<file path="src/inc/rpc_pkg.sv">
package rpc_pkg;

    // ==========================================================
    // Register offsets
    localparam logic [7:0] ADDR_CC_STATUS  = 8'h47;
    localparam logic [7:0] ADDR_LINK_CAP   = 8'h4A;
    localparam logic [7:0] ADDR_RAW_EMBED  = 8'h4B;
    localparam logic [7:0] ADDR_PAGE_SEL   = 8'h4C;
    localparam logic [7:0] ADDR_PAGE_LO    = 8'h4D;
    localparam logic [7:0] ADDR_PAGE_HI    = 8'h7F;
    localparam logic [7:0] ADDR_PAGE2_LO   = 8'hD0;
    localparam logic [7:0] ADDR_PAGE2_HI   = 8'hDF;

    // ==========================================================
    // Field positions
    localparam int CAP_CRC_EN_BIT    = 4;
    localparam int STS_SEQ_BIT       = 5;
    localparam int STS_RESP_BIT      = 0;
    localparam int SEL_PHYS_LSB      = 6;
    localparam int SEL_RD_LSB        = 4;
    localparam int EMB_CNT_LSB       = 6;

    // ==========================================================
    // Reset values; page copies ordered local, then channel 0..3
    localparam logic [7:0]  RAW_EMBED_RST = 8'h12;
    localparam logic [9:0]  PAGE_RD_RST   = 10'h390;
    localparam logic [19:0] PAGE_WR_RST   = 20'h84210;

    localparam int NUM_PORTS = 4;
    localparam int NUM_SRCS  = 5;

    typedef struct packed {
        logic [NUM_SRCS-1:0][1:0]  rd_sel;
        logic [NUM_SRCS-1:0][3:0]  wr_en;
        logic [3:0]                crc_cap;
        logic [3:0][7:0]           embed;
        logic [3:0]                resp_err;
        logic [3:0]                seq_err;
        logic [3:0]                crc_flag;
        logic [7:0]                rd_data;
        logic                      rd_valid;
    } rpc_state_t;

    localparam rpc_state_t RPC_STATE_RST = '{
        rd_sel:   PAGE_RD_RST,
        wr_en:    PAGE_WR_RST,
        crc_cap:  4'h0,
        embed:    {4{RAW_EMBED_RST}},
        resp_err: 4'h0,
        seq_err:  4'h0,
        crc_flag: 4'h0,
        rd_data:  8'h00,
        rd_valid: 1'b0
    };

    typedef struct packed {
        logic [1:0] pkt_cnt;
        logic [5:0] dtype;
        logic       dtype_valid;
        logic       resp_err;
    } rpc_lane_state_t;

    localparam rpc_lane_state_t RPC_LANE_RST = '{
        pkt_cnt: 2'h0, dtype: 6'h00, dtype_valid: 1'b0, resp_err: 1'b0
    };

endpackage

</file>
<file path="src/inc/rpc_lane_if.sv">
`timescale 1ns/100ps
`default_nettype none
interface rpc_lane_if;
    logic [1:0] embed_cnt;
    logic [5:0] embed_val;
    logic       enh_en;
    logic       resp_err;
    logic [5:0] dtype;
    logic       dtype_valid;

    modport hub  (output embed_cnt, output embed_val, output enh_en,
                  input resp_err, input dtype, input dtype_valid);
    modport lane (input embed_cnt, input embed_val, input enh_en,
                  output resp_err, output dtype, output dtype_valid);
endinterface
`default_nettype wire

</file>
<file path="src/hdl/rpc_hub.sv">
`timescale 1ns/100ps
`default_nettype none

module rpc_hub
    import rpc_pkg::*;
(
    input  wire logic            sys_clk,
    input  wire logic            arst_n,
    input  wire logic            acc_valid,
    input  wire logic            acc_write,
    input  wire logic            acc_bcc,
    input  wire logic [1:0]      acc_port,
    input  wire logic [7:0]      acc_addr,
    input  wire logic [7:0]      acc_wdata,
    output logic      [7:0]      rd_data,
    output logic                 rd_valid,
    input  wire logic            enhanced_error_check_en,
    input  wire logic [3:0]      port_seq_err,
    input  wire logic [3:0]      seq_err_evt,
    input  wire logic [3:0]      enc_crc_err,
    output logic      [3:0]      enc_crc_flag,
    input  wire logic [3:0]      raw_mode,
    input  wire logic [3:0]      frame_start,
    input  wire logic [3:0]      long_pkt,
    input  wire logic [3:0][5:0] csi_dtype,
    input  wire logic [3:0]      raw12_sel,
    input  wire logic [3:0][5:0] raw10_type_value,
    input  wire logic [3:0][5:0] raw12_type_value,
    output logic      [3:0][5:0] pkt_dtype,
    output logic      [3:0]      pkt_valid,
    input  wire logic [3:0]      resp_valid,
    input  wire logic [3:0][7:0] resp_expected,
    input  wire logic [3:0][7:0] resp_returned
);

    // ==========================================================
    // Helpers
    function automatic logic [2:0] src_index(input logic bcc,
                                             input logic [1:0] port);
        src_index = bcc ? {1'b0, port} + 3'h1 : 3'h0;
    endfunction

    function automatic logic is_paged(input logic [7:0] a);
        is_paged = (a == ADDR_CC_STATUS) || (a == ADDR_LINK_CAP) ||
                   (a == ADDR_RAW_EMBED) ||
                   (a >= ADDR_PAGE_LO && a <= ADDR_PAGE_HI) ||
                   (a >= ADDR_PAGE2_LO && a <= ADDR_PAGE2_HI);
    endfunction

    rpc_state_t st_q;
    rpc_state_t st_d;
    logic [2:0] src;
    logic [1:0] rport;
    logic [3:0] lane_resp;
    logic       rd_req;
    logic       wr_req;

    assign src    = src_index(acc_bcc, acc_port);
    assign rport  = st_q.rd_sel[src];
    assign rd_req = acc_valid && !acc_write;
    assign wr_req = acc_valid && acc_write;

    // ==========================================================
    // Per-port packet lanes
    rpc_lane_if lif [NUM_PORTS] ();

    genvar g;
    generate
        for (g = 0; g < NUM_PORTS; g++) begin : g_lane
            assign lif[g].embed_cnt = st_q.embed[g][7:6];
            assign lif[g].embed_val = st_q.embed[g][5:0];
            assign lif[g].enh_en    = enhanced_error_check_en;
            assign lane_resp[g]     = lif[g].resp_err;
            assign pkt_dtype[g]     = lif[g].dtype;
            assign pkt_valid[g]     = lif[g].dtype_valid;

            rpc_lane u_lane (
                .sys_clk          (sys_clk),
                .arst_n           (arst_n),
                .cfg              (lif[g]),
                .raw_mode         (raw_mode[g]),
                .frame_start      (frame_start[g]),
                .long_pkt         (long_pkt[g]),
                .csi_dtype        (csi_dtype[g]),
                .raw12_sel        (raw12_sel[g]),
                .raw10_type_value (raw10_type_value[g]),
                .raw12_type_value (raw12_type_value[g]),
                .resp_valid       (resp_valid[g]),
                .resp_expected    (resp_expected[g]),
                .resp_returned    (resp_returned[g])
            );
        end
    endgenerate

    // ==========================================================
    // Register file
    always_comb begin
        st_d = st_q;
        st_d.rd_valid = rd_req;
        st_d.crc_flag = enc_crc_err & st_q.crc_cap;

        if (rd_req) begin
            st_d.rd_data = 8'h00;
            if (acc_addr == ADDR_PAGE_SEL) begin
                st_d.rd_data[7:6] = acc_bcc ? acc_port : 2'h0;
                st_d.rd_data[5:4] = st_q.rd_sel[src];
                st_d.rd_data[3:0] = st_q.wr_en[src];
            end else if (acc_addr == ADDR_CC_STATUS) begin
                // Mirror is live only while enhanced checking is off
                st_d.rd_data[STS_SEQ_BIT] = enhanced_error_check_en
                    ? st_q.seq_err[rport]
                    : port_seq_err[rport];
                st_d.rd_data[STS_RESP_BIT] = enhanced_error_check_en &&
                    st_q.resp_err[rport];
                st_d.resp_err[rport] = 1'b0;
                if (enhanced_error_check_en) begin
                    st_d.seq_err[rport] = 1'b0;
                end
            end else if (acc_addr == ADDR_LINK_CAP) begin
                st_d.rd_data[CAP_CRC_EN_BIT] = st_q.crc_cap[rport];
            end else if (acc_addr == ADDR_RAW_EMBED) begin
                st_d.rd_data = st_q.embed[rport];
            end
        end

        if (wr_req) begin
            if (acc_addr == ADDR_PAGE_SEL) begin
                st_d.rd_sel[src] = acc_wdata[5:4];
                st_d.wr_en[src]  = acc_wdata[3:0];
            end else if (is_paged(acc_addr)) begin
                // Broadcast: every enabled port takes the same raw embed byte or link cap bit
                for (int p = 0; p < NUM_PORTS; p++) begin
                    if (st_q.wr_en[src][p]) begin
                        if (acc_addr == ADDR_LINK_CAP) begin
                            st_d.crc_cap[p] = acc_wdata[CAP_CRC_EN_BIT];
                        end else if (acc_addr == ADDR_RAW_EMBED) begin
                            st_d.embed[p] = acc_wdata;
                        end
                    end
                end
            end
        end

        // Events set after the read clear so a same-cycle event survives
        for (int p = 0; p < NUM_PORTS; p++) begin
            if (lane_resp[p]) begin
                st_d.resp_err[p] = 1'b1;
            end
            if (enhanced_error_check_en && seq_err_evt[p]) begin
                st_d.seq_err[p] = 1'b1;
            end
        end
    end

    always_ff @(posedge sys_clk or negedge arst_n) begin
        if (!arst_n) begin
            st_q <= RPC_STATE_RST;
        end else begin
            st_q <= st_d;
        end
    end

    assign rd_data      = st_q.rd_data;
    assign rd_valid     = st_q.rd_valid;
    assign enc_crc_flag = st_q.crc_flag;

    // ==========================================================
    // Checks
    logic [7:0] embed_pre;
    assign embed_pre = st_q.embed[0];

    a_phys_port_bcc: assert property (
        @(posedge sys_clk) disable iff (!arst_n)
        rd_req && acc_bcc && acc_addr == ADDR_PAGE_SEL
        |=> rd_valid && rd_data[7:6] == $past(acc_port))
        else $error("physical port field wrong on channel read");

    a_phys_port_local: assert property (
        @(posedge sys_clk) disable iff (!arst_n)
        rd_req && !acc_bcc && acc_addr == ADDR_PAGE_SEL
        |=> rd_data[7:6] == 2'h0)
        else $error("physical port field not zero locally");

    a_resp_clear_read: assert property (
        @(posedge sys_clk) disable iff (!arst_n)
        rd_req && acc_addr == ADDR_CC_STATUS && lane_resp == 4'h0
        |=> st_q.resp_err[$past(rport)] == 1'b0)
        else $error("response flag not cleared by read");

    a_resp_gated: assert property (
        @(posedge sys_clk) disable iff (!arst_n)
        rd_req && acc_addr == ADDR_CC_STATUS && !enhanced_error_check_en
        |=> rd_data[STS_RESP_BIT] == 1'b0)
        else $error("response flag shown while checking off");

    a_crc_flag_gate: assert property (
        @(posedge sys_clk) disable iff (!arst_n)
        1'b1 |=> enc_crc_flag == ($past(enc_crc_err) & $past(st_q.crc_cap)))
        else $error("encoder crc flag not gated by capability");

    a_no_enable_hold: assert property (
        @(posedge sys_clk) disable iff (!arst_n)
        wr_req && is_paged(acc_addr) && st_q.wr_en[src] == 4'h0
        |=> $stable(st_q.embed) && $stable(st_q.crc_cap))
        else $error("paged write landed with no enable");

    a_cap_reserved: assert property (
        @(posedge sys_clk) disable iff (!arst_n)
        rd_req && acc_addr == ADDR_LINK_CAP
        |=> rd_data[7:5] == 3'h0 && rd_data[3:0] == 4'h0)
        else $error("reserved capability bits nonzero");

    a_seq_mirror: assert property (
        @(posedge sys_clk) disable iff (!arst_n)
        rd_req && acc_addr == ADDR_CC_STATUS && !enhanced_error_check_en
        |=> rd_data[STS_SEQ_BIT] == $past(port_seq_err[rport]))
        else $error("sequence bit does not mirror port status");

    a_port0_write: assert property (
        @(posedge sys_clk) disable iff (!arst_n)
        wr_req && acc_addr == ADDR_RAW_EMBED && st_q.wr_en[src][0]
        |=> embed_pre == $past(acc_wdata))
        else $error("enabled port 0 missed broadcast write");

    a_read_port_sel: assert property (
        @(posedge sys_clk) disable iff (!arst_n)
        rd_req && acc_addr == ADDR_RAW_EMBED
        |=> rd_data == $past(st_q.embed[rport]))
        else $error("read returned wrong port page");

    a_sel_own_copy: assert property (
        @(posedge sys_clk) disable iff (!arst_n)
        wr_req && acc_addr == ADDR_PAGE_SEL
        |=> st_q.rd_sel[$past(src)] == $past(acc_wdata[5:4]) &&
            st_q.wr_en[$past(src)] == $past(acc_wdata[3:0]))
        else $error("page select write missed own copy");

    a_sel_local_apart: assert property (
        @(posedge sys_clk) disable iff (!arst_n)
        wr_req && !acc_bcc && acc_addr == ADDR_PAGE_SEL
        |=> $stable(st_q.rd_sel[4:1]) && $stable(st_q.wr_en[4:1]))
        else $error("local page write disturbed channel copies");

    a_rd_valid_set: assert property (
        @(posedge sys_clk) disable iff (!arst_n)
        rd_req |=> rd_valid)
        else $error("read answer missing");

    a_rd_valid_quiet: assert property (
        @(posedge sys_clk) disable iff (!arst_n)
        !rd_req |=> !rd_valid)
        else $error("read answer without request");

    a_resp_sticky: assert property (
        @(posedge sys_clk) disable iff (!arst_n)
        lane_resp != 4'h0
        |=> (st_q.resp_err & $past(lane_resp)) == $past(lane_resp))
        else $error("response error not held");

    a_seq_sticky: assert property (
        @(posedge sys_clk) disable iff (!arst_n)
        enhanced_error_check_en && seq_err_evt != 4'h0
        |=> (st_q.seq_err & $past(seq_err_evt)) == $past(seq_err_evt))
        else $error("sequence error not held");

    a_seq_off_quiet: assert property (
        @(posedge sys_clk) disable iff (!arst_n)
        !enhanced_error_check_en |=> $stable(st_q.seq_err))
        else $error("sequence flag moved while checking off");

    a_cap_read_bit: assert property (
        @(posedge sys_clk) disable iff (!arst_n)
        rd_req && acc_addr == ADDR_LINK_CAP
        |=> rd_data[CAP_CRC_EN_BIT] == $past(st_q.crc_cap[rport]))
        else $error("capability bit read wrong port");

    a_page_range_zero: assert property (
        @(posedge sys_clk) disable iff (!arst_n)
        rd_req && acc_addr >= ADDR_PAGE_LO && acc_addr <= ADDR_PAGE_HI
        |=> rd_data == 8'h00)
        else $error("empty paged offset read nonzero");

    a_sts_reserved: assert property (
        @(posedge sys_clk) disable iff (!arst_n)
        rd_req && acc_addr == ADDR_CC_STATUS
        |=> rd_data[7:6] == 2'h0 && rd_data[4:1] == 4'h0)
        else $error("reserved status bits nonzero");

endmodule
`default_nettype wire

</file>
<file path="src/hdl/rpc_lane.sv">
`timescale 1ns/100ps
`default_nettype none
module rpc_lane
    import rpc_pkg::*;
(
    input  wire logic       sys_clk,
    input  wire logic       arst_n,
    rpc_lane_if.lane        cfg,
    input  wire logic       raw_mode,
    input  wire logic       frame_start,
    input  wire logic       long_pkt,
    input  wire logic [5:0] csi_dtype,
    input  wire logic       raw12_sel,
    input  wire logic [5:0] raw10_type_value,
    input  wire logic [5:0] raw12_type_value,
    input  wire logic       resp_valid,
    input  wire logic [7:0] resp_expected,
    input  wire logic [7:0] resp_returned
);

    rpc_lane_state_t st_q;
    rpc_lane_state_t st_d;
    logic [1:0]      cnt_now;

    // Frame start restarts the count even when a packet shares the cycle
    assign cnt_now = frame_start ? 2'h0 : st_q.pkt_cnt;

    // ==========================================================
    // Next state
    always_comb begin
        st_d = st_q;
        st_d.dtype_valid = long_pkt;
        st_d.pkt_cnt = cnt_now;
        // Mismatch only counts with enhanced checking on
        st_d.resp_err = resp_valid && cfg.enh_en &&
                        (resp_returned != resp_expected);
        if (long_pkt) begin
            if (!raw_mode) begin
                st_d.dtype = csi_dtype;
            end else if (cnt_now < cfg.embed_cnt) begin
                st_d.dtype = cfg.embed_val;
            end else begin
                st_d.dtype = raw12_sel ? raw12_type_value
                                       : raw10_type_value;
            end
            // Saturate: at most three leading packets are marked
            if (cnt_now != 2'h3) begin
                st_d.pkt_cnt = cnt_now + 2'h1;
            end
        end
    end

    always_ff @(posedge sys_clk or negedge arst_n) begin
        if (!arst_n) begin
            st_q <= RPC_LANE_RST;
        end else begin
            st_q <= st_d;
        end
    end

    assign cfg.resp_err    = st_q.resp_err;
    assign cfg.dtype       = st_q.dtype;
    assign cfg.dtype_valid = st_q.dtype_valid;

    // ==========================================================
    // Checks
    a_embed_type_used: assert property (
        @(posedge sys_clk) disable iff (!arst_n)
        long_pkt && raw_mode && (cnt_now < cfg.embed_cnt)
        |=> cfg.dtype == $past(cfg.embed_val) && cfg.dtype_valid)
        else $error("embedded type not applied");

    a_raw_type_used: assert property (
        @(posedge sys_clk) disable iff (!arst_n)
        long_pkt && raw_mode && cfg.embed_cnt == 2'h0 && !raw12_sel
        |=> cfg.dtype == $past(raw10_type_value))
        else $error("raw type not applied");

    a_csi_untouched: assert property (
        @(posedge sys_clk) disable iff (!arst_n)
        long_pkt && !raw_mode |=> cfg.dtype == $past(csi_dtype))
        else $error("csi type altered");

    a_resp_mismatch: assert property (
        @(posedge sys_clk) disable iff (!arst_n)
        resp_valid && cfg.enh_en && resp_returned != resp_expected
        |=> cfg.resp_err)
        else $error("response mismatch missed");

endmodule
`default_nettype wire

</file>
<file path="config.mk">
export PLATFORM = sky130hd
export DESIGN_NAME = rpc_hub
export DESIGN_NICKNAME = d
export VERILOG_FILES = /design/src/inc/rpc_pkg.sv /design/src/inc/rpc_lane_if.sv /design/src/hdl/rpc_hub.sv /design/src/hdl/rpc_lane.sv
export SDC_FILE = /design/constraint.sdc
export NUM_CORES = 1
export LEC_CHECK = 0
export ABC_AREA = 1
export BUFFER_PORTS_ARGS = -buffer_cell sky130_fd_sc_hd__buf_4
export CAP_MARGIN = 30
export CELL_PAD_IN_SITES_DETAIL_PLACEMENT = 0
export CELL_PAD_IN_SITES_GLOBAL_PLACEMENT = 1
export CORE_AREA = 8 8 143 145
export CTS_BUF_LIST = sky130_fd_sc_hd__clkbuf_4
export CTS_CLUSTER_SIZE = 20
export DETAILED_ROUTE_END_ITERATION = 12
export DIE_AREA = 0 0 151 153
export GPL_TIMING_DRIVEN = 0
export PLACE_DENSITY = 0.93
export SYNTH_ARGS = -nofsm -noshare
export SYNTH_HDL_FRONTEND = slang
export SYNTH_SLANG_ARGS = --single-unit
</file>
<file path="constraint.sdc">
create_clock -name sys_clk -period 2.93 [get_ports sys_clk]
set_clock_uncertainty 0.15 [all_clocks]
set_input_delay 0.4395 -clock sys_clk [delete_from_list [all_inputs] [get_ports sys_clk]]
set_output_delay 0.4395 -clock sys_clk [all_outputs]
set_load 0.05 [all_outputs]
</file>
==> flow_metrics.tcl, run 1 <==
set metrics [dict create \
    setup.worst_path.start_class "primary input" \
    avgSynthCellArea_um2 7.60 \
    synth_edf_count 0 \
    dp_hpwl_mm 17.6 \
    std_cell_rows 50 \
    worst_slew_pin_slew_ns 0.613 \
    crit_fanout 10 \
    tns_ns 0 \
    post_drt_wl_per_cell_um 15.2 \
    cts_tree "done" \
    fin_nets 1448 \
    status "finished clean" \
    slew_headroom_pct 59.1 \
    cts-root-buf "clkbuf_4" \
    crit_top_cell "nand2_1" \
    finalWirelength_mm 22.8 \
    layout-drive-gt1-share_pct 29.4 \
    dieWidth_um 151 \
    overflow 0 \
    cts_htree_levels 4 \
    hold_slack_ns 0.0363 \
    synth_top_flop_cell "dfrtp_1" \
    slowest_delay_ns 0.54 \
    postCtsSetupBuffers 0 \
    crit_required_ns 3.22 \
    synth_top_area_cell "dfrtp_1" \
    crit_type "in2reg" \
    grt_pass1_vias 7409 \
    timing.final.max_slew_violations 0 \
    initial_core_util_pct 39.9 \
    clk_latency_ns 0.56 \
    cts_resized 0 \
    port_buffers 231 \
    p_per_area_nw_per_um2 413 \
    cp.arrival_ns 2.50 \
    synthArstFlopShare_pct 100 \
    syn-num-nets 1155 \
    syn-cell-area_um2 7280 \
    end_kind "register" \
    cts.sinks 127 \
    fin_crit_ns 2.20 \
    min_path_type "in2reg" \
    cp_cell_sequence "dlygate4sd3_1 > buf_4 > nor2_2 > clkinv_1 > nor2_1 > nand2_1 > o21ai_0 > nand2_1" \
    drc 0 \
    grt_pass1_wl_mm 36.3 \
    routed-via-count 7292 \
    cts_hold_buf 42 \
    ir_drop_uv 252 \
    synth_top_area_share_pct 38.2 \
    fin_crit_sh_pct 75.1 \
    cap_viol_max_count 0 \
    setup_viol 0 \
    synthToLayoutAreaGrowth_pct 38.1 \
    drtIter0Drc 454 \
    antenna_found_initial 1 \
    yosysWarnings 0 \
    gp_congestion 0.838 \
    core_um2 18300 \
    cts_buffers 17 \
    clk_pin_slew_ns 0.11 \
    rsz0062_at_grt "no" \
    clock_path_buffers 2 \
    first_pass_iters 5 \
    die_area_um2 23100 \
    ant_nets 0 \
    crit_slowest_cell "dlygate4sd3_1" \
    die_y_um 153 \
    vias_per_cell 4.86 \
    hold_viol 0 \
    grt_usage_pct 19.5 \
    synth_sequential_area_ratio_pct 43.9 \
    synth_area_leaders "dfrtp_1 38%, nand2_1 14%, o21ai_0 6.0%" \
    grt_start_max_net_pins 66 \
    ioPinCount 233 \
    final.fill_count 1788 \
    p_leak_nw 5.04 \
    synth_seq_cells 127 \
    synthDistinctLibCells 39 \
    synthCells 958 \
    fmax_ghz 0.454 \
]
==> cell usage in the layout, fill, tap and decap left out, types with 4 or more instances in the layout <==
cell type / count
clkbuf_4: 19
buf_2: 6
clkinv_2: 4
inv_2: 11
o21ai_0: 87
clkbuf_1: 15
nand4_1: 22
or2_2: 6
nand3_1: 19
buf_4: 272
xnor2_1: 14
nand2_1: 278
nand3_4: 5
a31oi_1: 24
ha_1: 5
clkinv_1: 4
dfrtp_1: 111
o22ai_1: 8
dfstp_2: 16
clkinvlp_4: 4
nor2_1: 64
nand2_2: 5
dlygate4sd3_1: 42
a21oi_1: 69
o21ai_1: 26
buf_6: 5
inv_1: 92
==> worst max-delay path, delay by kind of cell <==
| kind | cells | cell delay, ns |
|---|---|---|
| buffers and inverters | 3 | 1.06 |
| and+or+nand+nor | 4 | 0.79 |
| AOI/OAI and AO/OA | 1 | 0.21 |
==> worst paths after layout <==
path | start | to | slack (ns) | depth (start not counted)
min in group asynchronous | arst_n | g_lane[1].u_lane.cfg.dtype_valid$_DFF_PN0_ | 0.27 | 2
min reg2reg | g_lane[1].u_lane.cfg.resp_err$_DFF_PN0_ | st_q[18]$_DFFE_PN0P_ | 0.29 | 2
max | acc_write | st_q[13]$_DFFE_PN0P_ | 0.73 | 8
max reg2reg | st_q[81]$_DFFE_PN1P_ | rd_data[3]$_DFFE_PN0P_ | 0.89 | 11
min | frame_start[2] | g_lane[2].u_lane.st_q[9]$_DFF_PN0_ | 0.04 | 4
max in group asynchronous | arst_n | st_q[81]$_DFFE_PN1P_ | 1.57 | 3
==> state kept, by name (all words and copies together), names as in the netlist <==
register                       count
st_q                              42
rd_data                            8
g_lane.u_lane.st_q                 8
g_lane.u_lane.cfg.dtype_valid      4
embed_pre                          8
g_lane.u_lane.cfg.resp_err         4
enc_crc_flag                       4
g_lane.u_lane.cfg.dtype           24
rd_valid                           1
lif.embed_val                     18
lif.embed_cnt                      6
==> cell usage after synthesis, types with 3 or more instances <==
master	n
a21oi_1	69
a31oi_1	24
buf_2	6
buf_4	42
buf_6	4
clkbuf_1	15
dfrtp_1	111
dfstp_2	16
ha_1	5
inv_1	92
inv_2	11
nand2_1	278
nand2_2	5
nand3_1	19
nand3_4	5
nand4_1	22
nor2_1	64
nor2_2	3
nor2_4	3
o21ai_0	87
o21ai_1	26
o22ai_1	8
o311a_1	3
or2_2	6
xnor2_1	14
==> stage by stage <==
stage,setup slack [ns],utilization [%],power (mW),instance area (um2),instances
after floorplan,0.803,-,2.45,7280,958
after global placement,0.284,51.0,2.88,9310,1423
after detailed placement,0.279,51.1,2.89,9340,1424
after CTS,0.758,55.0,4.19,10000,1498
after global routing,0.561,55.0,4.36,10100,1499
final,0.729,55.0,4.15,10100,1499
==> area by class of cell <==
class	count	area, um2	area share [%]
tap	234	293	2.91
timing repair buffer	274	2190	21.7
buffer	67	447	4.44
inverter	105	394	3.92
multi-input combinational	659	3240	32.3
sequential	127	3200	31.8
antenna	1	2.50	0.0249
clock inverter	13	148	1.47
clock buffer	19	143	1.42
==> where the power goes <==
part           total [mW]  switching, mW  internal [mW]
logic                1.05          0.585          0.464
clock network        1.25          0.653          0.597
registers            1.86         0.0339           1.82
total                4.15           1.27           2.88
==> per-layer routing <==
metal / track usage, % / part of all wire, % / wire (um) / vias up
li1: - / - / - / 3684
met1: 23.7 / 42 / 9610 / 3362
met2: 33.6 / 50 / 11400 / 219
met3: 4.28 / 6.2 / 1410 / 27
met4: 5.52 / 1.6 / 368 / 0
met5: 0 / 0 / 0 / -
==> kinds of logic (layout without fill, tap and decap cells) <==
logic type / after synthesis / after routing / synth area share, %
and+or+nand+nor: 416 / 416 / 25.4
AOI/OAI and AO/OA: 224 / 224 / 16.6
buffers and inverters: 172 / 478 / 11.5
DFF: 127 / 127 / 43.9
xor gates and xnor gates: 14 / 14 / 1.68
adders and majority gates: 5 / 5 / 0.859
other: 0 / 1 / 0
(Power assumes the default switching activity.)
==> run 2: changes to the inputs <==
--- a/config.mk
+++ b/config.mk
@@ -5,18 +5,18 @@
 export SDC_FILE = /design/constraint.sdc
 export NUM_CORES = 1
 export LEC_CHECK = 0
-export ABC_AREA = 1
+export ABC_AREA = 0
 export BUFFER_PORTS_ARGS = -buffer_cell sky130_fd_sc_hd__buf_4
 export CAP_MARGIN = 30
 export CELL_PAD_IN_SITES_DETAIL_PLACEMENT = 0
 export CELL_PAD_IN_SITES_GLOBAL_PLACEMENT = 1
-export CORE_AREA = 8 8 143 145
+export CORE_AREA = 8 8 149 151
 export CTS_BUF_LIST = sky130_fd_sc_hd__clkbuf_4
 export CTS_CLUSTER_SIZE = 20
 export DETAILED_ROUTE_END_ITERATION = 12
-export DIE_AREA = 0 0 151 153
+export DIE_AREA = 0 0 157 159
 export GPL_TIMING_DRIVEN = 0
-export PLACE_DENSITY = 0.93
+export PLACE_DENSITY = 0.83
 export SYNTH_ARGS = -nofsm -noshare
 export SYNTH_HDL_FRONTEND = slang
 export SYNTH_SLANG_ARGS = --single-unit
==> constraint.sdc (replaced) <==
create_clock -name sys_clk -period 2 [get_ports sys_clk]
set_clock_uncertainty 0.15 [all_clocks]
set_input_delay 0.3 -clock sys_clk [delete_from_list [all_inputs] [get_ports sys_clk]]
set_output_delay 0.3 -clock sys_clk [all_outputs]
set_load 0.05 [all_outputs]
==> run 2 against run 1 <==
  * The flow now finishes with violations (negative setup slack)
  * Sequential share of layout area fell by 1.2 points
  * Critical path type is now reg2reg
  * Largest cell class unchanged
  * Clock-buffer cell count is the same
  * Die area increased by 8.1%
  * Register-to-register slack worse by 1.4 ns
  * Area after synthesis is 3.5% lower
==> flow_metrics.tcl, run 2 <==
set metrics [dict create \
    status "complete, but fails checks" \
    violations "negative setup slack" \
    synth_sequential_area_ratio_pct 45.5 \
    min_path_type "in2reg" \
    synthArstFlopShare_pct 100 \
    crit_fanout 2 \
    clk_pin_slew_ns 0.11 \
    fmax_ghz 0.396 \
    p_leak_nw 4.99 \
    synthCells 668 \
    die_y_um 159 \
    setup_viol 14 \
    slew_headroom_pct 57.8 \
    synth_top_flop_cell "dfrtp_1" \
    switching_power_mw 1.80 \
    finalWirelength_mm 21.3 \
    regMostFlops "st_q" \
    cts_buffers 17 \
    tns_ns -3.40 \
    ir_drop_uv 330 \
    overflow 0 \
    die_area_um2 25000 \
    clock_path_buffers 2 \
    crit_slowest_cell "mux4_2" \
    layout-drive-gt1-share_pct 45.4 \
    synth_most_common_cell "dfrtp_1" \
    cts_tree "done" \
    synthToLayoutAreaGrowth_pct 48.6 \
    seqPwrFrac_pct 42.9 \
    p_total_mw 6.35 \
    avgSynthCellArea_um2 10.5 \
    ant_nets 0 \
    crit_required_ns 2.33 \
    pwr-share-comb_pct 24.4 \
    fin_crit_sh_pct 126 \
    yosysWarnings 0 \
    end_kind "register" \
    slowest_delay_ns 0.45 \
    routed-via-count 6077 \
    p_per_area_nw_per_um2 608 \
    synth_common_cells "111 x dfrtp_1, 65 x mux2_2, 62 x mux2i_1, 51 x nand2_1" \
    setup.worst_path.start_class "register" \
    crit_top_cell "a21oi_2" \
    synth_edf_count 0 \
    grt_usage_pct 17.2 \
    cp.arrival_ns 2.85 \
    grt_pass1_vias 6656 \
    timing.final.max_slew_violations 0 \
    crit_type "reg2reg" \
    ioPinCount 233 \
    cap_viol_max_count 0 \
    post_drt_wl_per_cell_um 16.8 \
    hold_slack_ns 0.0137 \
    cp_num_buf_inv 1 \
    drtIter0Drc 257 \
    synthDistinctLibCells 44 \
    synth_top_area_share_pct 39.5 \
    reg2reg_slack_ns -0.52 \
    antenna_found_initial 1 \
    fin_crit_ns 2.52 \
    cts-root-buf "clkbuf_4" \
    drc 0 \
    first_pass_iters 4 \
    dp_hpwl_mm 16.2 \
    switching_share_pct 28.4 \
    fin_util_pct 52.6 \
    initial_core_util_pct 35.4 \
    setup_slack_ns -0.523 \
    fin_nets 1179 \
    synth_seq_cells 127 \
    synth_area_leaders "dfrtp_1 40%, mux2_2 10%, mux2i_1 8.8%" \
    cp_cell_sequence "or3b_1 > a21oi_2 > a311o_2 > buf_4 > mux2i_1 > mux4_2 > or4_4 > a21oi_2" \
    grt_pass1_wl_mm 33.9 \
    vias_per_cell 4.80 \
    clk_latency_ns 0.54 \
    std_cell_rows 52 \
    cts.sinks 127 \
    hold_viol 0 \
    p_int_mw 4.55 \
    worst_slew_pin_slew_ns 0.627 \
    cts_htree_levels 4 \
    largest_register_ffs 42 \
    final_cell_mix "268 x buf_4, 111 x dfrtp_1, 65 x mux2_2, 58 x mux2i_1, 57 x dlygate4sd3_1" \
    syn-num-nets 865 \
    rsz0062_at_grt "yes" \
    port_buffers 221 \
    grt_start_max_net_pins 72 \
    final_common_cell "buf_4" \
    core_um2 19800 \
    dieWidth_um 157 \
    pwr-share-clk_pct 32.7 \
    gp_congestion 0.779 \
    synth_top_area_cell "dfrtp_1" \
    syn-cell-area_um2 7030 \
    crit_family "simple AND/OR/NAND/NOR gates" \
]
==> run 2: cell types whose count changed in the layout (fill, tap and decap cells not counted), moves of 15 or more <==
cell           previous run  this run
dlygate4sd3_1            42        57
nor2_1                   64        43
a21oi_1                  69        39
nand2_1                 278        46
a31oi_1                  24         4
mux2_2                    0        65
inv_1                    92        19
o21ai_0                  87        40
xor2_1                    0        32
o21ai_1                  26         5
mux2i_1                   0        58
nand4_1                  22         2
==> run 2: path summary, 6_finish.rpt <==
kind                                                         start                               to  depth (start not counted)
max in group asynchronous                                   arst_n  lif[3].embed_val[1]$_DFFE_PN1P_                          3
hold / removal                                         acc_addr[3]             st_q[17]$_DFFE_PN0P_                          4
min in group asynchronous                                   arst_n             st_q[67]$_DFFE_PN0P_                          2
hold reg to reg            g_lane[0].u_lane.cfg.resp_err$_DFF_PN0_             st_q[17]$_DFFE_PN0P_                          1
setup reg to reg                              st_q[79]$_DFFE_PN0P_           rd_data[5]$_DFFE_PN0P_                          8
setup / recovery                              st_q[79]$_DFFE_PN0P_           rd_data[5]$_DFFE_PN0P_                          8
==> run 2: worst register-to-register path, cell delays in order (launching register included) <==
cell	delay, ns
dfrtp_1	0.41
or3b_1	0.18
a21oi_2	0.05
a311o_2	0.39
buf_4	0.16
mux2i_1	0.11
mux4_2	0.45
or4_4	0.44
a21oi_2	0.14
==> run 2: repair_timing <==
item	in CTS	in global routing
endpoints found under the hold margin	163	0
setup endpoints to repair	31	66
hold buffers	58	0
setup buffers	5	9
pin swaps	5	11
resized for setup	19	47
==> run 2: final cells by class <==
type	count	area [um2]
multi-input combinational	448	3550
timing repair buffer	295	2410
tap	270	338
buffer	73	522
sequential	127	3200
clock buffer	19	143
clock inverter	13	194
fill	1790	9400
antenna	1	2.50
inverter	20	80.1
==> run 2: stage by stage <==
step | setup slack, ns | instances | cell area, um2
finish | -0.523 | 1266 | 10400
global route | -0.613 | 1266 | 10400
CTS | -0.534 | 1256 | 10200
detailed placement | -1.24 | 1161 | 9190
global placement | -1.23 | 1159 | 9150
floorplan | -0.779 | 668 | 7150
==> run 2: power groups by stage <==
| stage | registers, mW | clock network, mW | logic, mW |
|---|---|---|---|
| after floorplan | 2.76 | 0 | 0.788 |
| after global placement | 2.77 | 0 | 1.37 |
| after detailed placement | 2.77 | 0 | 1.39 |
| after CTS | 2.72 | 2.16 | 1.51 |
| after global routing | 2.74 | 2.25 | 1.67 |
| final | 2.72 | 2.08 | 1.55 |
==> run 2: metal layers <==
metal	track usage (%)	part of all wire, %	vias to the layer above
met3	5.89	8.3	26
met1	19.9	41	2872
met2	29.5	49	224
met4	4.72	1.5	0
li1	-	-	2955
met5	0	0	-
==> run 2: cell families after synthesis <==
| logic type | Yosys count | share of synthesized area [%] |
|---|---|---|
| and+or+nand+nor | 151 | 10.2 |
| muxes | 135 | 21.8 |
| DFF | 127 | 45.5 |
| AOI/OAI and AO/OA | 125 | 10.2 |
| buffers and inverters | 93 | 7.35 |
| xor gates and xnor gates | 32 | 3.99 |
| adders and majority gates | 5 | 0.890 |
